<file path="src/pkg/bt16_consts.svh">
/*
 register offsets, field positions, reset values and timing counts of the 16-bit timer.
 assumes inclusion by bare name from design files.
*/
`ifndef BT16_CONSTS_SVH
`define BT16_CONSTS_SVH
`define BT16_OFF_CONTROL   8'h00
`define BT16_OFF_PERIOD    8'h04
`define BT16_OFF_COUNT     8'h08
`define BT16_OFF_STATUS    8'h0C
`define BT16_OFF_MASK      8'h10
`define BT16_OFF_POWER     8'h14
`define BT16_BIT_ON        15
`define BT16_BIT_SIDL      13
`define BT16_BIT_ECS_HI    9
`define BT16_BIT_ECS_LO    8
`define BT16_BIT_GATE      6
`define BT16_BIT_PS_HI     5
`define BT16_BIT_PS_LO     4
`define BT16_BIT_SYNC      2
`define BT16_BIT_CS        1
`define BT16_CONTROL_MASK  16'hA376
`define BT16_CONTROL_RST   16'h0000
`define BT16_PERIOD_RST    16'hFFFF
`define BT16_ST_MATCH      0
`define BT16_ST_GATE       1
`define BT16_DIV_8         8
`define BT16_DIV_64        64
`define BT16_DIV_256       256
`endif

</file>
<file path="src/pkg/bt16_pkg.sv">
/*
 types of the 16-bit timer: clock source codes, prescale codes, control fields.
 assumes nothing beyond a SystemVerilog compiler.
*/
package bt16_pkg;
   typedef enum logic [1:0] {
      BT16_SRC_SECONDARY = 2'h0,
      BT16_SRC_EXTPIN    = 2'h1,
      BT16_SRC_LOW_POWER_RC_OSC      = 2'h2,
      BT16_SRC_RESERVED  = 2'h3
   } bt16_src_t;

   typedef enum logic [1:0] {
      BT16_PS_1   = 2'h0,
      BT16_PS_8   = 2'h1,
      BT16_PS_64  = 2'h2,
      BT16_PS_256 = 2'h3
   } bt16_ps_t;

   typedef struct packed {
      logic      count_on;
      logic      stop_in_idle;
      bt16_src_t ext_clock_select;
      logic      gate_accumulate_en;
      bt16_ps_t  prescale_select;
      logic      ext_clock_sync;
      logic      clock_source_select;
   } bt16_ctrl_t;

   typedef enum logic [2:0] {
      BT16_RD_IDLE = 3'b001,
      BT16_RD_RESP = 3'b010,
      BT16_RD_HOLD = 3'b100
   } bt16_rd_state_t;
endpackage

</file>
<file path="src/design/bt16_edge_sync.sv">
/*
 three-stage synchroniser with rising and falling event detection for one pin.
 assumes the pin is asynchronous to aclk; the first stage feeds only the second.
*/
`timescale 1ns/1ps
`default_nettype none
module bt16_edge_sync (
   input  wire logic aclk,    // system clock
   input  wire logic aresetn, // synchronous reset, active low
   input  wire logic pin,     // asynchronous input
   output logic      level,   // filtered level
   output logic      rise,    // one-cycle rise pulse
   output logic      fall     // one-cycle fall pulse
);
   logic [2:0] stage;
   logic [2:0] next_stage;
   logic       next_level;

   always_comb begin
      next_stage = {stage[1:0], pin};
      next_level = level;
      // a change counts only once stages two and three agree
      if (stage[2] == stage[1]) begin
         next_level = stage[2];
      end
   end

   always_ff @(posedge aclk) begin
      if (!aresetn) begin
         stage <= 3'h0;
         level <= 1'b0;
      end else begin
         stage <= next_stage;
         level <= next_level;
      end
   end

   assign rise = next_level & ~level;
   assign fall = ~next_level & level;
endmodule
`default_nettype wire

</file>
<file path="src/design/bt16_timer.sv">
/*
 16-bit interval timer/counter with AXI4-Lite register slave and level interrupt.
 assumes one 50 MHz clock; external clock sources and gate arrive as asynchronous pins.
*/
// Summary of operation
// RULE1: one 16-bit counter runs as timer, synchronous counter or asynchronous counter per source and sync bits.
// RULE2: the interrupt is raised on a period match or, in gated mode, on the falling edge of the gate.
// RULE3: the counter keeps running in idle and sleep unless told otherwise; the code halts it in sleep unless counting asynchronously.
// RULE4: control bit 15 starts counting when 1 and stops it when 0.
// RULE5: with bit 13 set the block halts while the device is idle, otherwise it runs on.
// RULE6: bits 9-8 choose secondary oscillator, external pin or low-power RC; code 11 is reserved.
// RULE7: the extended clock select field counts only while the clock source select bit is 1.
// RULE8: with source select 0, bit 6 enables gated accumulation; with source select 1 it is ignored.
// RULE9: bits 5-4 give prescale 1:1, 1:8, 1:64 or 1:256.
// RULE10: with source select 1, bit 2 synchronises the external clock; with source select 0 it is ignored.
// RULE11: bit 1 picks the internal clock at half the oscillator rate when 0, else the extended selection.
// RULE12: software sets on, prescale, source and gating, sync, then period, then interrupt enables.
// RULE13: a software-written period register is compared with the running count.
// RULE14: control bits 14, 12-10, 7, 3 and 0 read zero and ignore writes.
// RULE15: all implemented control fields are read/write and clear to zero at reset.
// RULE16: each prescaled tick increments the count; on a period match it wraps to zero next tick and flags.
// RULE17: gated mode counts the internal clock while the gate is high and flags when the gate falls.
`timescale 1ns/1ps
`default_nettype none
`include "bt16_consts.svh"
module bt16_timer (
   input  wire logic        aclk,               // 50 MHz system clock
   input  wire logic        aresetn,            // synchronous reset, active low
   input  wire logic        cpu_idle,           // device in idle mode
   input  wire logic        cpu_sleep,          // device in sleep mode
   input  wire logic        secondary_osc,      // secondary oscillator input
   input  wire logic        external_clock_pin, // external clock pin
   input  wire logic        low_power_rc_osc,   // low-power rc oscillator
   input  wire logic        gate_pin,           // external gate input
   input  wire logic [7:0]  s_axi_awaddr,       // write address
   input  wire logic        s_axi_awvalid,      // write address valid
   output logic             s_axi_awready,      // write address ready
   input  wire logic [31:0] s_axi_wdata,        // write data
   input  wire logic [3:0]  s_axi_wstrb,        // write byte strobes
   input  wire logic        s_axi_wvalid,       // write data valid
   output logic             s_axi_wready,       // write data ready
   output logic [1:0]       s_axi_bresp,        // write response
   output logic             s_axi_bvalid,       // write response valid
   input  wire logic        s_axi_bready,       // write response ready
   input  wire logic [7:0]  s_axi_araddr,       // read address
   input  wire logic        s_axi_arvalid,      // read address valid
   output logic             s_axi_arready,      // read address ready
   output logic [31:0]      s_axi_rdata,        // read data
   output logic [1:0]       s_axi_rresp,        // read response
   output logic             s_axi_rvalid,       // read data valid
   input  wire logic        s_axi_rready,       // read data ready
   output logic             irq                 // level interrupt
);
   // ----------------------------------------------------------------
   // helpers
   // ----------------------------------------------------------------
   function automatic logic [15:0] merge16(input logic [15:0] old, input logic [31:0] wd, input logic [3:0] be);
      merge16 = {be[1] ? wd[15:8] : old[15:8], be[0] ? wd[7:0] : old[7:0]};
   endfunction

   function automatic logic [8:0] ps_limit(input bt16_pkg::bt16_ps_t ps);
      case (ps)
         bt16_pkg::BT16_PS_8:   ps_limit = 9'(`BT16_DIV_8 - 1);
         bt16_pkg::BT16_PS_64:  ps_limit = 9'(`BT16_DIV_64 - 1);
         bt16_pkg::BT16_PS_256: ps_limit = 9'(`BT16_DIV_256 - 1);
         default:               ps_limit = 9'h000;
      endcase
   endfunction

   // ----------------------------------------------------------------
   // pin synchronisers
   // ----------------------------------------------------------------
   logic secondary_osc_rise, ext_rise, low_power_rc_osc_rise, gate_level, gate_fall;
   logic ext_raw_q, ext_raw_qq, ext_raw_qqq;

   bt16_edge_sync u_secondary_osc (.aclk(aclk), .aresetn(aresetn), .pin(secondary_osc),
                          .level(), .rise(secondary_osc_rise), .fall());
   bt16_edge_sync u_ext  (.aclk(aclk), .aresetn(aresetn), .pin(external_clock_pin),
                          .level(), .rise(ext_rise), .fall());
   bt16_edge_sync u_low_power_rc_osc (.aclk(aclk), .aresetn(aresetn), .pin(low_power_rc_osc),
                          .level(), .rise(low_power_rc_osc_rise), .fall());
   bt16_edge_sync u_gate (.aclk(aclk), .aresetn(aresetn), .pin(gate_pin),
                          .level(gate_level), .rise(), .fall(gate_fall));

   // ----------------------------------------------------------------
   // registers
   // ----------------------------------------------------------------
   bt16_pkg::bt16_ctrl_t ctrl, next_ctrl;
   logic [15:0] period_value, next_period_value;
   logic [15:0] count, next_count;
   logic [8:0]  ps_cnt, next_ps_cnt;
   logic [1:0]  status, next_status;
   logic [1:0]  mask, next_mask;
   logic        half_div, next_half_div;
   logic        wrap_pending, next_wrap_pending;
   logic        aw_held, next_aw_held, w_held, next_w_held;
   logic [7:0]  aw_addr, next_aw_addr;
   logic [31:0] w_data, next_w_data;
   logic [3:0]  w_strb, next_w_strb;
   logic        next_bvalid;
   bt16_pkg::bt16_rd_state_t rd_state, next_rd_state;
   logic [31:0] next_rdata;
   logic        wr_fire, rd_fire, tick, src_tick, running, match_evt, gate_evt;
   logic [15:0] ctrl_word, ctrl_merged;

   assign ctrl_word = {ctrl.count_on, 1'b0, ctrl.stop_in_idle, 3'h0, ctrl.ext_clock_select, 1'b0,
                       ctrl.gate_accumulate_en, ctrl.prescale_select, 1'b0, ctrl.ext_clock_sync,
                       ctrl.clock_source_select, 1'b0}; // RULE14

   // ----------------------------------------------------------------
   // clock source, prescaler and counter
   // ----------------------------------------------------------------
   always_comb begin
      next_half_div = ~half_div;
      src_tick      = 1'b0;
      if (!ctrl.clock_source_select) begin // RULE11
         // internal clock is half the oscillator rate
         src_tick = half_div && (!ctrl.gate_accumulate_en || gate_level); // RULE8 RULE17
      end else begin
         case (ctrl.ext_clock_select) // RULE6 RULE7
            bt16_pkg::BT16_SRC_SECONDARY: src_tick = secondary_osc_rise;
            bt16_pkg::BT16_SRC_EXTPIN:    src_tick = ctrl.ext_clock_sync ? ext_rise : (ext_raw_qq & ~ext_raw_qqq); // RULE10
            bt16_pkg::BT16_SRC_LOW_POWER_RC_OSC:      src_tick = low_power_rc_osc_rise;
            default:                      src_tick = 1'b0;
         endcase
      end
      // async counting keeps going in sleep; synchronous modes stop with the system
      running = ctrl.count_on && !(cpu_idle && ctrl.stop_in_idle) // RULE3 RULE4 RULE5
                && !(cpu_sleep && !(ctrl.clock_source_select && !ctrl.ext_clock_sync));
      tick         = 1'b0;
      next_ps_cnt  = ps_cnt;
      if (running && src_tick) begin // RULE9
         if (ps_cnt >= ps_limit(ctrl.prescale_select)) begin
            next_ps_cnt = 9'h000;
            tick        = 1'b1;
         end else begin
            next_ps_cnt = ps_cnt + 9'h001;
         end
      end
      next_count        = count;
      next_wrap_pending = wrap_pending;
      match_evt         = 1'b0;
      if (tick) begin // RULE1 RULE16
         if (wrap_pending) begin
            next_count        = 16'h0000;
            next_wrap_pending = 1'b0;
         end else begin
            next_count = count + 16'h0001;
         end
         if (next_count == period_value) begin // RULE13
            next_wrap_pending = 1'b1;
            match_evt         = 1'b1;
         end
      end
      gate_evt = ctrl.count_on && !ctrl.clock_source_select && ctrl.gate_accumulate_en && gate_fall; // RULE17
   end

   // ----------------------------------------------------------------
   // register slave
   // ----------------------------------------------------------------
   assign s_axi_awready = !aw_held && !s_axi_bvalid;
   assign s_axi_wready  = !w_held && !s_axi_bvalid;
   assign s_axi_arready = (rd_state == bt16_pkg::BT16_RD_IDLE);
   assign wr_fire       = aw_held && w_held && !s_axi_bvalid;
   assign rd_fire       = s_axi_arvalid && s_axi_arready;

   always_comb begin
      ctrl_merged  = merge16(ctrl_word, w_data, w_strb);
      next_aw_held = aw_held;
      next_w_held  = w_held;
      next_aw_addr = aw_addr;
      next_w_data  = w_data;
      next_w_strb  = w_strb;
      next_bvalid  = s_axi_bvalid && !s_axi_bready;
      next_ctrl    = ctrl;
      next_period_value = period_value;
      next_mask    = mask;
      next_status  = status;
      next_rd_state = rd_state;
      next_rdata   = s_axi_rdata;
      if (s_axi_awvalid && s_axi_awready) begin
         next_aw_held = 1'b1;
         next_aw_addr = s_axi_awaddr;
      end
      if (s_axi_wvalid && s_axi_wready) begin
         next_w_held = 1'b1;
         next_w_data = s_axi_wdata;
         next_w_strb = s_axi_wstrb;
      end
      if (wr_fire) begin
         next_aw_held = 1'b0;
         next_w_held  = 1'b0;
         next_bvalid  = 1'b1;
         case (aw_addr)
            `BT16_OFF_CONTROL: next_ctrl = bt16_pkg::bt16_ctrl_t'({ctrl_merged[15], ctrl_merged[13],
               ctrl_merged[9:8], ctrl_merged[6], ctrl_merged[5:4], ctrl_merged[2:1]}); // RULE15
            `BT16_OFF_PERIOD: next_period_value = merge16(period_value, w_data, w_strb); // RULE13
            `BT16_OFF_MASK:   next_mask = w_strb[0] ? w_data[1:0] : mask;
            default: ;
         endcase
      end
      case (rd_state)
         bt16_pkg::BT16_RD_IDLE: begin
            if (rd_fire) begin
               next_rd_state = bt16_pkg::BT16_RD_RESP;
               case (s_axi_araddr)
                  `BT16_OFF_CONTROL: next_rdata = {16'h0000, ctrl_word};
                  `BT16_OFF_PERIOD:  next_rdata = {16'h0000, period_value};
                  `BT16_OFF_COUNT:   next_rdata = {16'h0000, count};
                  `BT16_OFF_STATUS: begin
                     next_rdata  = {30'h0, status};
                     next_status = 2'h0; // read clears
                  end
                  `BT16_OFF_MASK:    next_rdata = {30'h0, mask};
                  default:           next_rdata = 32'h0000_0000;
               endcase
            end
         end
         bt16_pkg::BT16_RD_RESP: begin
            if (s_axi_rready) begin
               next_rd_state = bt16_pkg::BT16_RD_IDLE;
            end
         end
         default: next_rd_state = bt16_pkg::BT16_RD_IDLE;
      endcase
      // events set after the clear so a coincident event is kept
      if (match_evt) begin // RULE2
         next_status[`BT16_ST_MATCH] = 1'b1;
      end
      if (gate_evt) begin // RULE2
         next_status[`BT16_ST_GATE] = 1'b1;
      end
   end

   always_ff @(posedge aclk) begin
      if (!aresetn) begin
         ctrl         <= bt16_pkg::bt16_ctrl_t'(9'h000);
         period_value <= `BT16_PERIOD_RST;
         count        <= 16'h0000;
         ps_cnt       <= 9'h000;
         status       <= 2'h0;
         mask         <= 2'h0;
         half_div     <= 1'b0;
         wrap_pending <= 1'b0;
         aw_held      <= 1'b0;
         w_held       <= 1'b0;
         aw_addr      <= 8'h00;
         w_data       <= 32'h0000_0000;
         w_strb       <= 4'h0;
         s_axi_bvalid <= 1'b0;
         rd_state     <= bt16_pkg::BT16_RD_IDLE;
         s_axi_rdata  <= 32'h0000_0000;
         ext_raw_q    <= 1'b0;
         ext_raw_qq   <= 1'b0;
         ext_raw_qqq  <= 1'b0;
      end else begin
         ctrl         <= next_ctrl;
         period_value <= next_period_value;
         count        <= next_count;
         ps_cnt       <= next_ps_cnt;
         status       <= next_status;
         mask         <= next_mask;
         half_div     <= next_half_div;
         wrap_pending <= next_wrap_pending;
         aw_held      <= next_aw_held;
         w_held       <= next_w_held;
         aw_addr      <= next_aw_addr;
         w_data       <= next_w_data;
         w_strb       <= next_w_strb;
         s_axi_bvalid <= next_bvalid;
         rd_state     <= next_rd_state;
         s_axi_rdata  <= next_rdata;
         // unsynchronised path: three sampling flops without the agreement filter, a cycle faster
         ext_raw_q    <= external_clock_pin;
         ext_raw_qq   <= ext_raw_q;
         ext_raw_qqq  <= ext_raw_qq;
      end
   end

   assign s_axi_bresp = 2'h0;
   assign s_axi_rresp = 2'h0;
   assign s_axi_rvalid = (rd_state == bt16_pkg::BT16_RD_RESP);
   assign irq = |(status & mask);

   // ----------------------------------------------------------------
   // checks
   // ----------------------------------------------------------------
   a_off_holds: assert property (@(posedge aclk) disable iff (!aresetn) // RULE4
      !ctrl.count_on |=> $stable(count)) else $error("count moved while off");
   a_idle_halt: assert property (@(posedge aclk) disable iff (!aresetn) // RULE5
      (ctrl.stop_in_idle && cpu_idle) |=> $stable(count)) else $error("count moved in idle");
   a_match_flag: assert property (@(posedge aclk) disable iff (!aresetn) // RULE16
      match_evt |=> status[0]) else $error("match flag missing");
   a_wrap_zero: assert property (@(posedge aclk) disable iff (!aresetn) // RULE16
      (tick && wrap_pending) |=> count == 16'h0000) else $error("no wrap to zero");
   a_gate_flag: assert property (@(posedge aclk) disable iff (!aresetn) // RULE17
      gate_evt |=> status[1]) else $error("gate flag missing");
   a_gate_hold: assert property (@(posedge aclk) disable iff (!aresetn) // RULE8
      (!ctrl.clock_source_select && ctrl.gate_accumulate_en && !gate_level && !wrap_pending)
      |=> $stable(count)) else $error("count moved with gate low");
   a_reserved_zero: assert property (@(posedge aclk) disable iff (!aresetn) // RULE14
      (ctrl_word & ~`BT16_CONTROL_MASK) == 16'h0000) else $error("reserved bit set");
   a_irq_level: assert property (@(posedge aclk) disable iff (!aresetn) // RULE2
      match_evt && mask[0] |=> irq) else $error("irq not raised");
   a_rd_answer: assert property (@(posedge aclk) disable iff (!aresetn)
      rd_fire |=> s_axi_rvalid) else $error("read not answered");
   c_match: cover property (@(posedge aclk) disable iff (!aresetn) match_evt);
   c_gate: cover property (@(posedge aclk) disable iff (!aresetn) gate_evt);
   c_ext: cover property (@(posedge aclk) disable iff (!aresetn) tick && ctrl.clock_source_select);
   c_irq: cover property (@(posedge aclk) disable iff (!aresetn) $rose(irq));
endmodule
`default_nettype wire

</file>
<file path="config.mk">
export PLATFORM = sky130hd
export DESIGN_NAME = bt16_timer
export DESIGN_NICKNAME = d
export VERILOG_FILES = /design/src/pkg/bt16_pkg.sv /design/src/design/bt16_edge_sync.sv /design/src/design/bt16_timer.sv
export VERILOG_INCLUDE_DIRS = /design/src /design/src/pkg
export SDC_FILE = /design/constraint.sdc
export NUM_CORES = 1
export LEC_CHECK = 0
export ABC_AREA = 1
export BUFFER_PORTS_ARGS = -buffer_cell sky130_fd_sc_hd__buf_2
export CAP_MARGIN = 20
export CORE_AREA = 2 2 117 119
export CTS_CLUSTER_DIAMETER = 40
export DETAILED_ROUTE_END_ITERATION = 8
export DIE_AREA = 0 0 119 121
export GPL_ROUTABILITY_DRIVEN = 0
export PLACE_DENSITY = 0.66
export SYNTH_ARGS = -nofsm -noshare
export SYNTH_HDL_FRONTEND = slang
export SYNTH_SLANG_ARGS = --single-unit
</file>
<file path="constraint.sdc">
create_clock -name aclk -period 3.55 [get_ports aclk]
set_clock_uncertainty 0.05 [all_clocks]
set_input_delay 0.71 -clock aclk [delete_from_list [all_inputs] [get_ports aclk]]
set_output_delay 0.71 -clock aclk [all_outputs]
set_load 0.01 [all_outputs]
</file>
==> flow_summary_export.csv, run 1 <==
group,metric,value,unit
detailed_routing,via_per_inst,4.865,
timing,hold_viol,0,
worst_setup_path,worstSetupEndpointType,"register",
cts,root_buffer,"clkbuf_16",
logic_synthesis,syn-instance-count,833,
floorplan,ioPinCount,107,
grt,grt.met1_usage,25.59,%
logic_synthesis,ys_types,40,
worst_hold_path,hp-class,"register to register",
cts,htreeDepth,4,
floorplan,die_height,121,µm
floorplan,start_util,44.03,%
grt,grt_overflow,0,
logic_synthesis,synth_area_leaders,"dfxtp_1 41%, nand2_1 12%, nor2_1 7.8%, inv_1 7.4%, o21ai_0 5.2%",
timing,setup_tns,0,ns
cts,numClockSinks,119,
floorplan,die-width,119,µm
timing,tightest_slew,0.6065,ns
grt,grtUsageMet2,35.09,%
worst_setup_path,cp_data_arrival_time,2.91,ns
grt,grt_most_used_layer,"met2",
finish,syn_to_final_growth,17.81,%
power_and_ir_drop,total_power,0.003337,W
worst_setup_path,cp_top_family,"simple AND/OR/NAND/NOR gates",
detailed_routing,drc,0,
worst_setup_path,worst_path_max_delay_cell,"clkinv_2",
timing,finalCritPeriodShare,74.86,%
run_status,outcome,"finished, final reports clean",
cts,cts_resized,0,
grt,grt_pass1_vias,4871,
logic_synthesis,synth_flop_cell,"dfxtp_1",
timing,timing.final.max_slew_violations,0,
logic_synthesis,synth_edf_count,0,
cts,cts_inserted_buffers,17,
detailed_routing,first_iter_violations,286,
worst_setup_path,crit_top_cell,"nand2_1",
finish,multi_input_area,2721,µm²
place,placed_cell_area,6161,µm²
timing,period_minus_slack,2.658,ns
place,io_buffers,68,
finish,final_area,6788,µm²
floorplan,core_area,13090,µm²
grt,met3_usage,4.464,%
finish,fin_cells,1087,
detailed_routing,first_pass_iters,5,
worst_setup_path,worst_setup_path_start_kind,"register",
timing,rsz0062_at_grt,"false",
logic_synthesis,synth-seq-cells,119,
detailed_routing,ant_nets,0,
cts,cts_max_path_buffers,2,
timing,setup_viol,0,
logic_synthesis,yosys.area.top_type,"dfxtp_1",
logic_synthesis,syn_avg_cell_area,6.917,µm²
timing,fin_hold_ws,0.3593,ns
cts,post_cts_buffers,0,
power_and_ir_drop,peakVddDrop,0.3759,mV
cts,clkLatencyLatePin,0.41,ns
worst_setup_path,crit_chain,"nor2_2 > inv_2 > ha_1 > o21ai_0 > nand3_1 > nand2_1 > nand2_1 > nand2_1 > nand2_1 > nand2_2 > nand2_2 > nand2_2 > clkinv_2 > nor2_1 > nor2_1",
finish,diodes,0,
finish,register_area,2382,µm²
logic_synthesis,ys_warn_count,0,
worst_setup_path,path_buf_inv,2,
place,dp_hpwl,10180,µm
logic_synthesis,synth-seq-area-share,41.35,%
detailed_routing,wl,14150,µm
worst_setup_path,max_stage_delay,0.37,ns
finish,final_net_count,974,
floorplan,dieArea,14400,µm²
power_and_ir_drop,cellPowerDensity,491.7,nW/µm²
timing,slew_headroom,59.57,%
cts,tritoncts,"done",
timing,fmax,0.3763,GHz
floorplan,fp-row-count,42,
worst_setup_path,required,3.80,ns
grt,grt_first_pass_wirelength,23290,µm
cts,path_clk_slew,0.05,ns
grt,grt_max_degree,45,
cts,hold_buffers,0,
finish,fillerInstances,1347,
place,dpl.cell_count,1055,
logic_synthesis,syn_area,5762,µm²
worst_setup_path,crit_fanout,20,
grt,antenna_found_initial,0,
logic_synthesis,async_flop_share,0,%
run,drv_cap,0,
worst_setup_path,path_class,"register to register",
grt,gr-usage-all-layers,20.39,%
detailed_routing,route.vias.total,5288,
logic_synthesis,synth_top_area_share,41.35,%
finish,layout-drive-gt1-share,13.39,%
worst_setup_path,rrSetupSlack,0.89,ns
detailed_routing,post_drt_wl_per_cell,13.02,µm
power_and_ir_drop,leakagePower,3.170,nW
-- path summary, 6_finish.rpt --
path / start / end / cells after the start
setup / recovery: ctrl[2] / count[8] / 15
hold / removal: u_ext.stage[0] / u_ext.stage[1] / 2
setup reg to reg: ctrl[2] / count[8] / 15
hold reg to reg: u_ext.stage[0] / u_ext.stage[1] / 2
-- state kept, by name, summed over array words and instances, names as in the netlist, 2 cells and up --
| register | cells |
|---|---|
| aw_addr | 8 |
| count | 16 |
| ctrl | 9 |
| mask | 2 |
| period_value | 16 |
| ps_cnt | 9 |
| rd_state | 2 |
| s_axi_rdata | 16 |
| status | 2 |
| u_ext.stage | 2 |
| u_gate.stage | 3 |
| u_low_power_rc_osc.stage | 3 |
| u_secondary_osc.stage | 3 |
| w_data | 16 |
| w_strb | 2 |
-- final cells by class --
cell class / instances / area share [%]
Multi-Input combinational cell: 568 / 40.09
Sequential cell: 119 / 35.10
Clock buffer: 23 / 7.041
Inverter: 116 / 6.433
Timing Repair Buffer: 77 / 6.304
Tap cell: 176 / 3.244
Clock inverter: 8 / 1.788
-- layer usage --
layer  share of wire, %  routed length [µm]
met5                  0                   0
met4                1.3                 180
met3                4.3                 614
met2                 48                6801
met1                 46                6552
-- cell usage after synthesis, types with 4 or more instances --
| master | instances |
|---|---|
| nand2_1 | 178 |
| nor2_1 | 120 |
| dfxtp_1 | 119 |
| inv_1 | 113 |
| o21ai_0 | 60 |
| a21oi_1 | 48 |
| nand3_1 | 39 |
| buf_4 | 21 |
| nand4_1 | 19 |
| o211ai_1 | 17 |
| clkbuf_1 | 14 |
| o22ai_1 | 14 |
| ha_1 | 10 |
| buf_2 | 6 |
| buf_1 | 5 |
| o21ai_1 | 5 |
| xor2_1 | 5 |
| a211oi_1 | 4 |
-- worst register-to-register path: stages (launching register included) --
cell and delay, ns:
dfxtp_1 0.34, nor2_2 0.23, inv_2 0.07, ha_1 0.27
o21ai_0 0.17, nand3_1 0.08, nand2_1 0.06, nand2_1 0.06
nand2_1 0.06, nand2_1 0.05, nand2_2 0.07, nand2_2 0.06
nand2_2 0.35, clkinv_2 0.38, nor2_1 0.19, nor2_1 0.07
-- through the flow --
step / setup slack (ns) / util (%)
floorplan: 1.640 / -
global placement: 0.9152 / 47.08
detailed placement: 0.8708 / 47.08
CTS: 0.8495 / 51.66
global route: 0.6410 / 51.87
finish: 0.8924 / 51.87
-- power by group --
group | switching, W | total, W | leakage, nW | internal (W)
Combinational | 0.000126 | 0.000195 | 1.91 | 0.0000683
Clock | 0.000584 | 0.00174 | 0.293 | 0.00115
Sequential | 0.0000265 | 0.00141 | 0.969 | 0.00138
-- layout by cell type, fill, tap and decap left out, types with 2 or more instances in the layout --
cell / instances
a211oi_1: 4
a21oi_1: 48
buf_2: 68
buf_4: 8
bufinv_16: 3
clkbuf_1: 3
clkbuf_16: 17
clkbuf_8: 3
clkinv_2: 4
conb_1: 20
dfxtp_1: 119
ha_1: 10
inv_1: 113
nand2_1: 178
nand2_2: 3
nand3_1: 39
nand3_2: 2
nand4_1: 19
nor2_1: 120
nor2_2: 2
nor3_1: 3
o211ai_1: 17
o21ai_0: 60
o21ai_1: 5
o21ai_2: 3
o221ai_1: 3
o22ai_1: 14
o31ai_1: 2
or2_1: 2
xor2_1: 5
-- cell families (layout without fill, tap and decap cells) --
kind of cell	after synthesis	after routing	synth area share, %
buf+inv	165	224	12.66
compound gates	159	159	15.68
xor+xnor	5	5	0.7600
flops	119	119	41.35
fa+ha+maj	10	10	2.172
simple gates	374	374	27.32
other cells	1	20	0.06508
Note: power is estimated with default switching activity, not from simulation.
==> run 2, diff against run 1 <==
==> constraint.sdc (replaced) <==
create_clock -name aclk -period 2.6 [get_ports aclk]
set_clock_uncertainty 0.05 [all_clocks]
set_input_delay 0.52 -clock aclk [delete_from_list [all_inputs] [get_ports aclk]]
set_output_delay 0.52 -clock aclk [all_outputs]
set_load 0.01 [all_outputs]
==> flow_summary_export.csv, run 2 (synthesis gave the netlist of run 1 again) <==
group,metric,value,unit
run_status,outcome,"finished, final reports clean",
detailed_routing,wl,13770,µm
floorplan,die_height,121,µm
cts,cts_max_path_buffers,2,
worst_setup_path,path_class,"register to register",
floorplan,start_util,44.03,%
detailed_routing,drc,0,
detailed_routing,first_iter_violations,330,
cts,clkLatencyLatePin,0.41,ns
timing,slew_headroom,58.40,%
cts,cts_resized,0,
timing,rsz0062_at_grt,"false",
grt,grt_pass1_vias,4752,
detailed_routing,route.vias.total,5210,
worst_setup_path,cp_data_arrival_time,2.55,ns
cts,htreeDepth,4,
floorplan,ioPinCount,107,
cts,path_clk_slew,0.05,ns
detailed_routing,post_drt_wl_per_cell,12.64,µm
timing,tightest_slew,0.6240,ns
timing,period_minus_slack,2.242,ns
timing,hold_viol,0,
floorplan,fp-row-count,42,
power_and_ir_drop,leakagePower,3.185,nW
power_and_ir_drop,power.share.sequential,42.2,%
grt,grt_max_degree,37,
timing,timing.final.max_slew_violations,0,
power_and_ir_drop,comb_power_share,5.8,%
finish,fillerInstances,1297,
finish,fin_cells,1089,
grt,antenna_found_initial,0,
finish,final_cell_mix,"178 x nand2_1, 120 x nor2_1, 119 x dfxtp_1",
cts,post_cts_buffers,0,
place,dpl.cell_count,1057,
grt,gr-usage-all-layers,19.98,%
worst_setup_path,crit_fanout,17,
floorplan,core_area,13090,µm²
finish,syn_to_final_growth,18.05,%
finish,layout-drive-gt1-share,13.69,%
timing,setup_tns,0,ns
grt,grt_overflow,0,
detailed_routing,first_pass_iters,5,
floorplan,die-width,119,µm
grt,grt_first_pass_wirelength,22780,µm
finish,final_net_count,976,
timing,setup_viol,0,
power_and_ir_drop,p_sw,0.0009975,W
worst_setup_path,required,2.91,ns
power_and_ir_drop,cellPowerDensity,668.1,nW/µm²
cts,hold_buffers,0,
detailed_routing,via_per_inst,4.784,
finish,mostFrequentLayoutCell,"nand2_1",
cts,root_buffer,"clkbuf_16",
floorplan,dieArea,14400,µm²
timing,fmax,0.4460,GHz
power_and_ir_drop,swShare,21.95,%
power_and_ir_drop,intPower,0.003547,W
timing,finalCritPeriodShare,86.24,%
power_and_ir_drop,p_clk_share,52.0,%
power_and_ir_drop,peakVddDrop,0.4735,mV
cts,numClockSinks,119,
worst_setup_path,worstSetupEndpointType,"register",
finish,diodes,0,
run,drv_cap,0,
detailed_routing,ant_nets,0,
cts,tritoncts,"done",
cts,cts_inserted_buffers,17,
place,dp_hpwl,10020,µm
worst_setup_path,rrSetupSlack,0.36,ns
worst_setup_path,worst_setup_path_start_kind,"register",
worst_hold_path,hp-class,"primary input to register",
place,io_buffers,68,
-- run 2: per-layer routing --
layer  GRT usage [%]  wire [µm]  part of all wire, %
met3           3.571        468                  3.4
met2           32.79       6307                   46
met4           8.036        280                  2.0
met1           26.07       6708                   49
met5               0          0                    0
-- run 2: final cells by class --
class	instances	area (µm²)	area share (%)
Clock buffer	22	474.2	6.972
Clock inverter	9	123.9	1.821
Inverter	116	436.7	6.420
Multi-Input combinational cell	568	2721	40.01
Sequential cell	119	2382	35.03
Tap cell	176	220.2	3.238
Timing Repair Buffer	79	442.9	6.512
-- run 2: worst paths after layout --
kind	end	from	cells after the start
worst max-delay path	wrap_pending	ext_raw_qqq	14
worst min-delay path	u_secondary_osc.stage[0]	secondary_osc	3
worst max register to register	wrap_pending	ext_raw_qqq	14
worst min register to register	u_ext.stage[1]	u_ext.stage[0]	2
-- run 2: metrics by stage --
| step | utilization (%) | cell area (µm²) | hold slack [ns] | worst slack [ns] | total power, W |
|---|---|---|---|---|---|
| 2_1_floorplan | - | 5833 | 0.3360 | 0.6904 | 0.002144 |
| 3_3_place_gp | 47.20 | 6176 | 0.3422 | 0.3997 | 0.002214 |
| 3_5_place_dp | 47.20 | 6176 | 0.3479 | 0.3547 | 0.002217 |
| 4_1_cts | 51.77 | 6774 | 0.2256 | 0.3442 | 0.004576 |
| 5_1_grt | 51.98 | 6802 | 0.2384 | 0.1353 | 0.004710 |
| 6_report | 51.98 | 6802 | 0.2341 | 0.3578 | 0.004544 |
-- run 2: worst max-delay path: stages (launching register included) --
cell and delay [ns]:
dfxtp_1 0.32, inv_1 0.05, ha_1 0.30, nand2_1 0.06, o21ai_1 0.11, o211ai_1 0.11
nand2_1 0.07, nand2_1 0.04, a21oi_1 0.18, buf_4 0.22, nand2_2 0.10, buf_4 0.21
nor2_1 0.10, nand3_1 0.15, nand2_1 0.09
-- run 2: power groups by stage --
stage,Combinational [W],Clock (W),Sequential (W)
final,0.000264,0.00236,0.00192
after floorplan,0.000198,0,0.00195
after CTS,0.000261,0.00240,0.00192
after detailed placement,0.000260,0,0.00196
after global routing,0.000303,0.00248,0.00192
after global placement,0.000258,0,0.00196
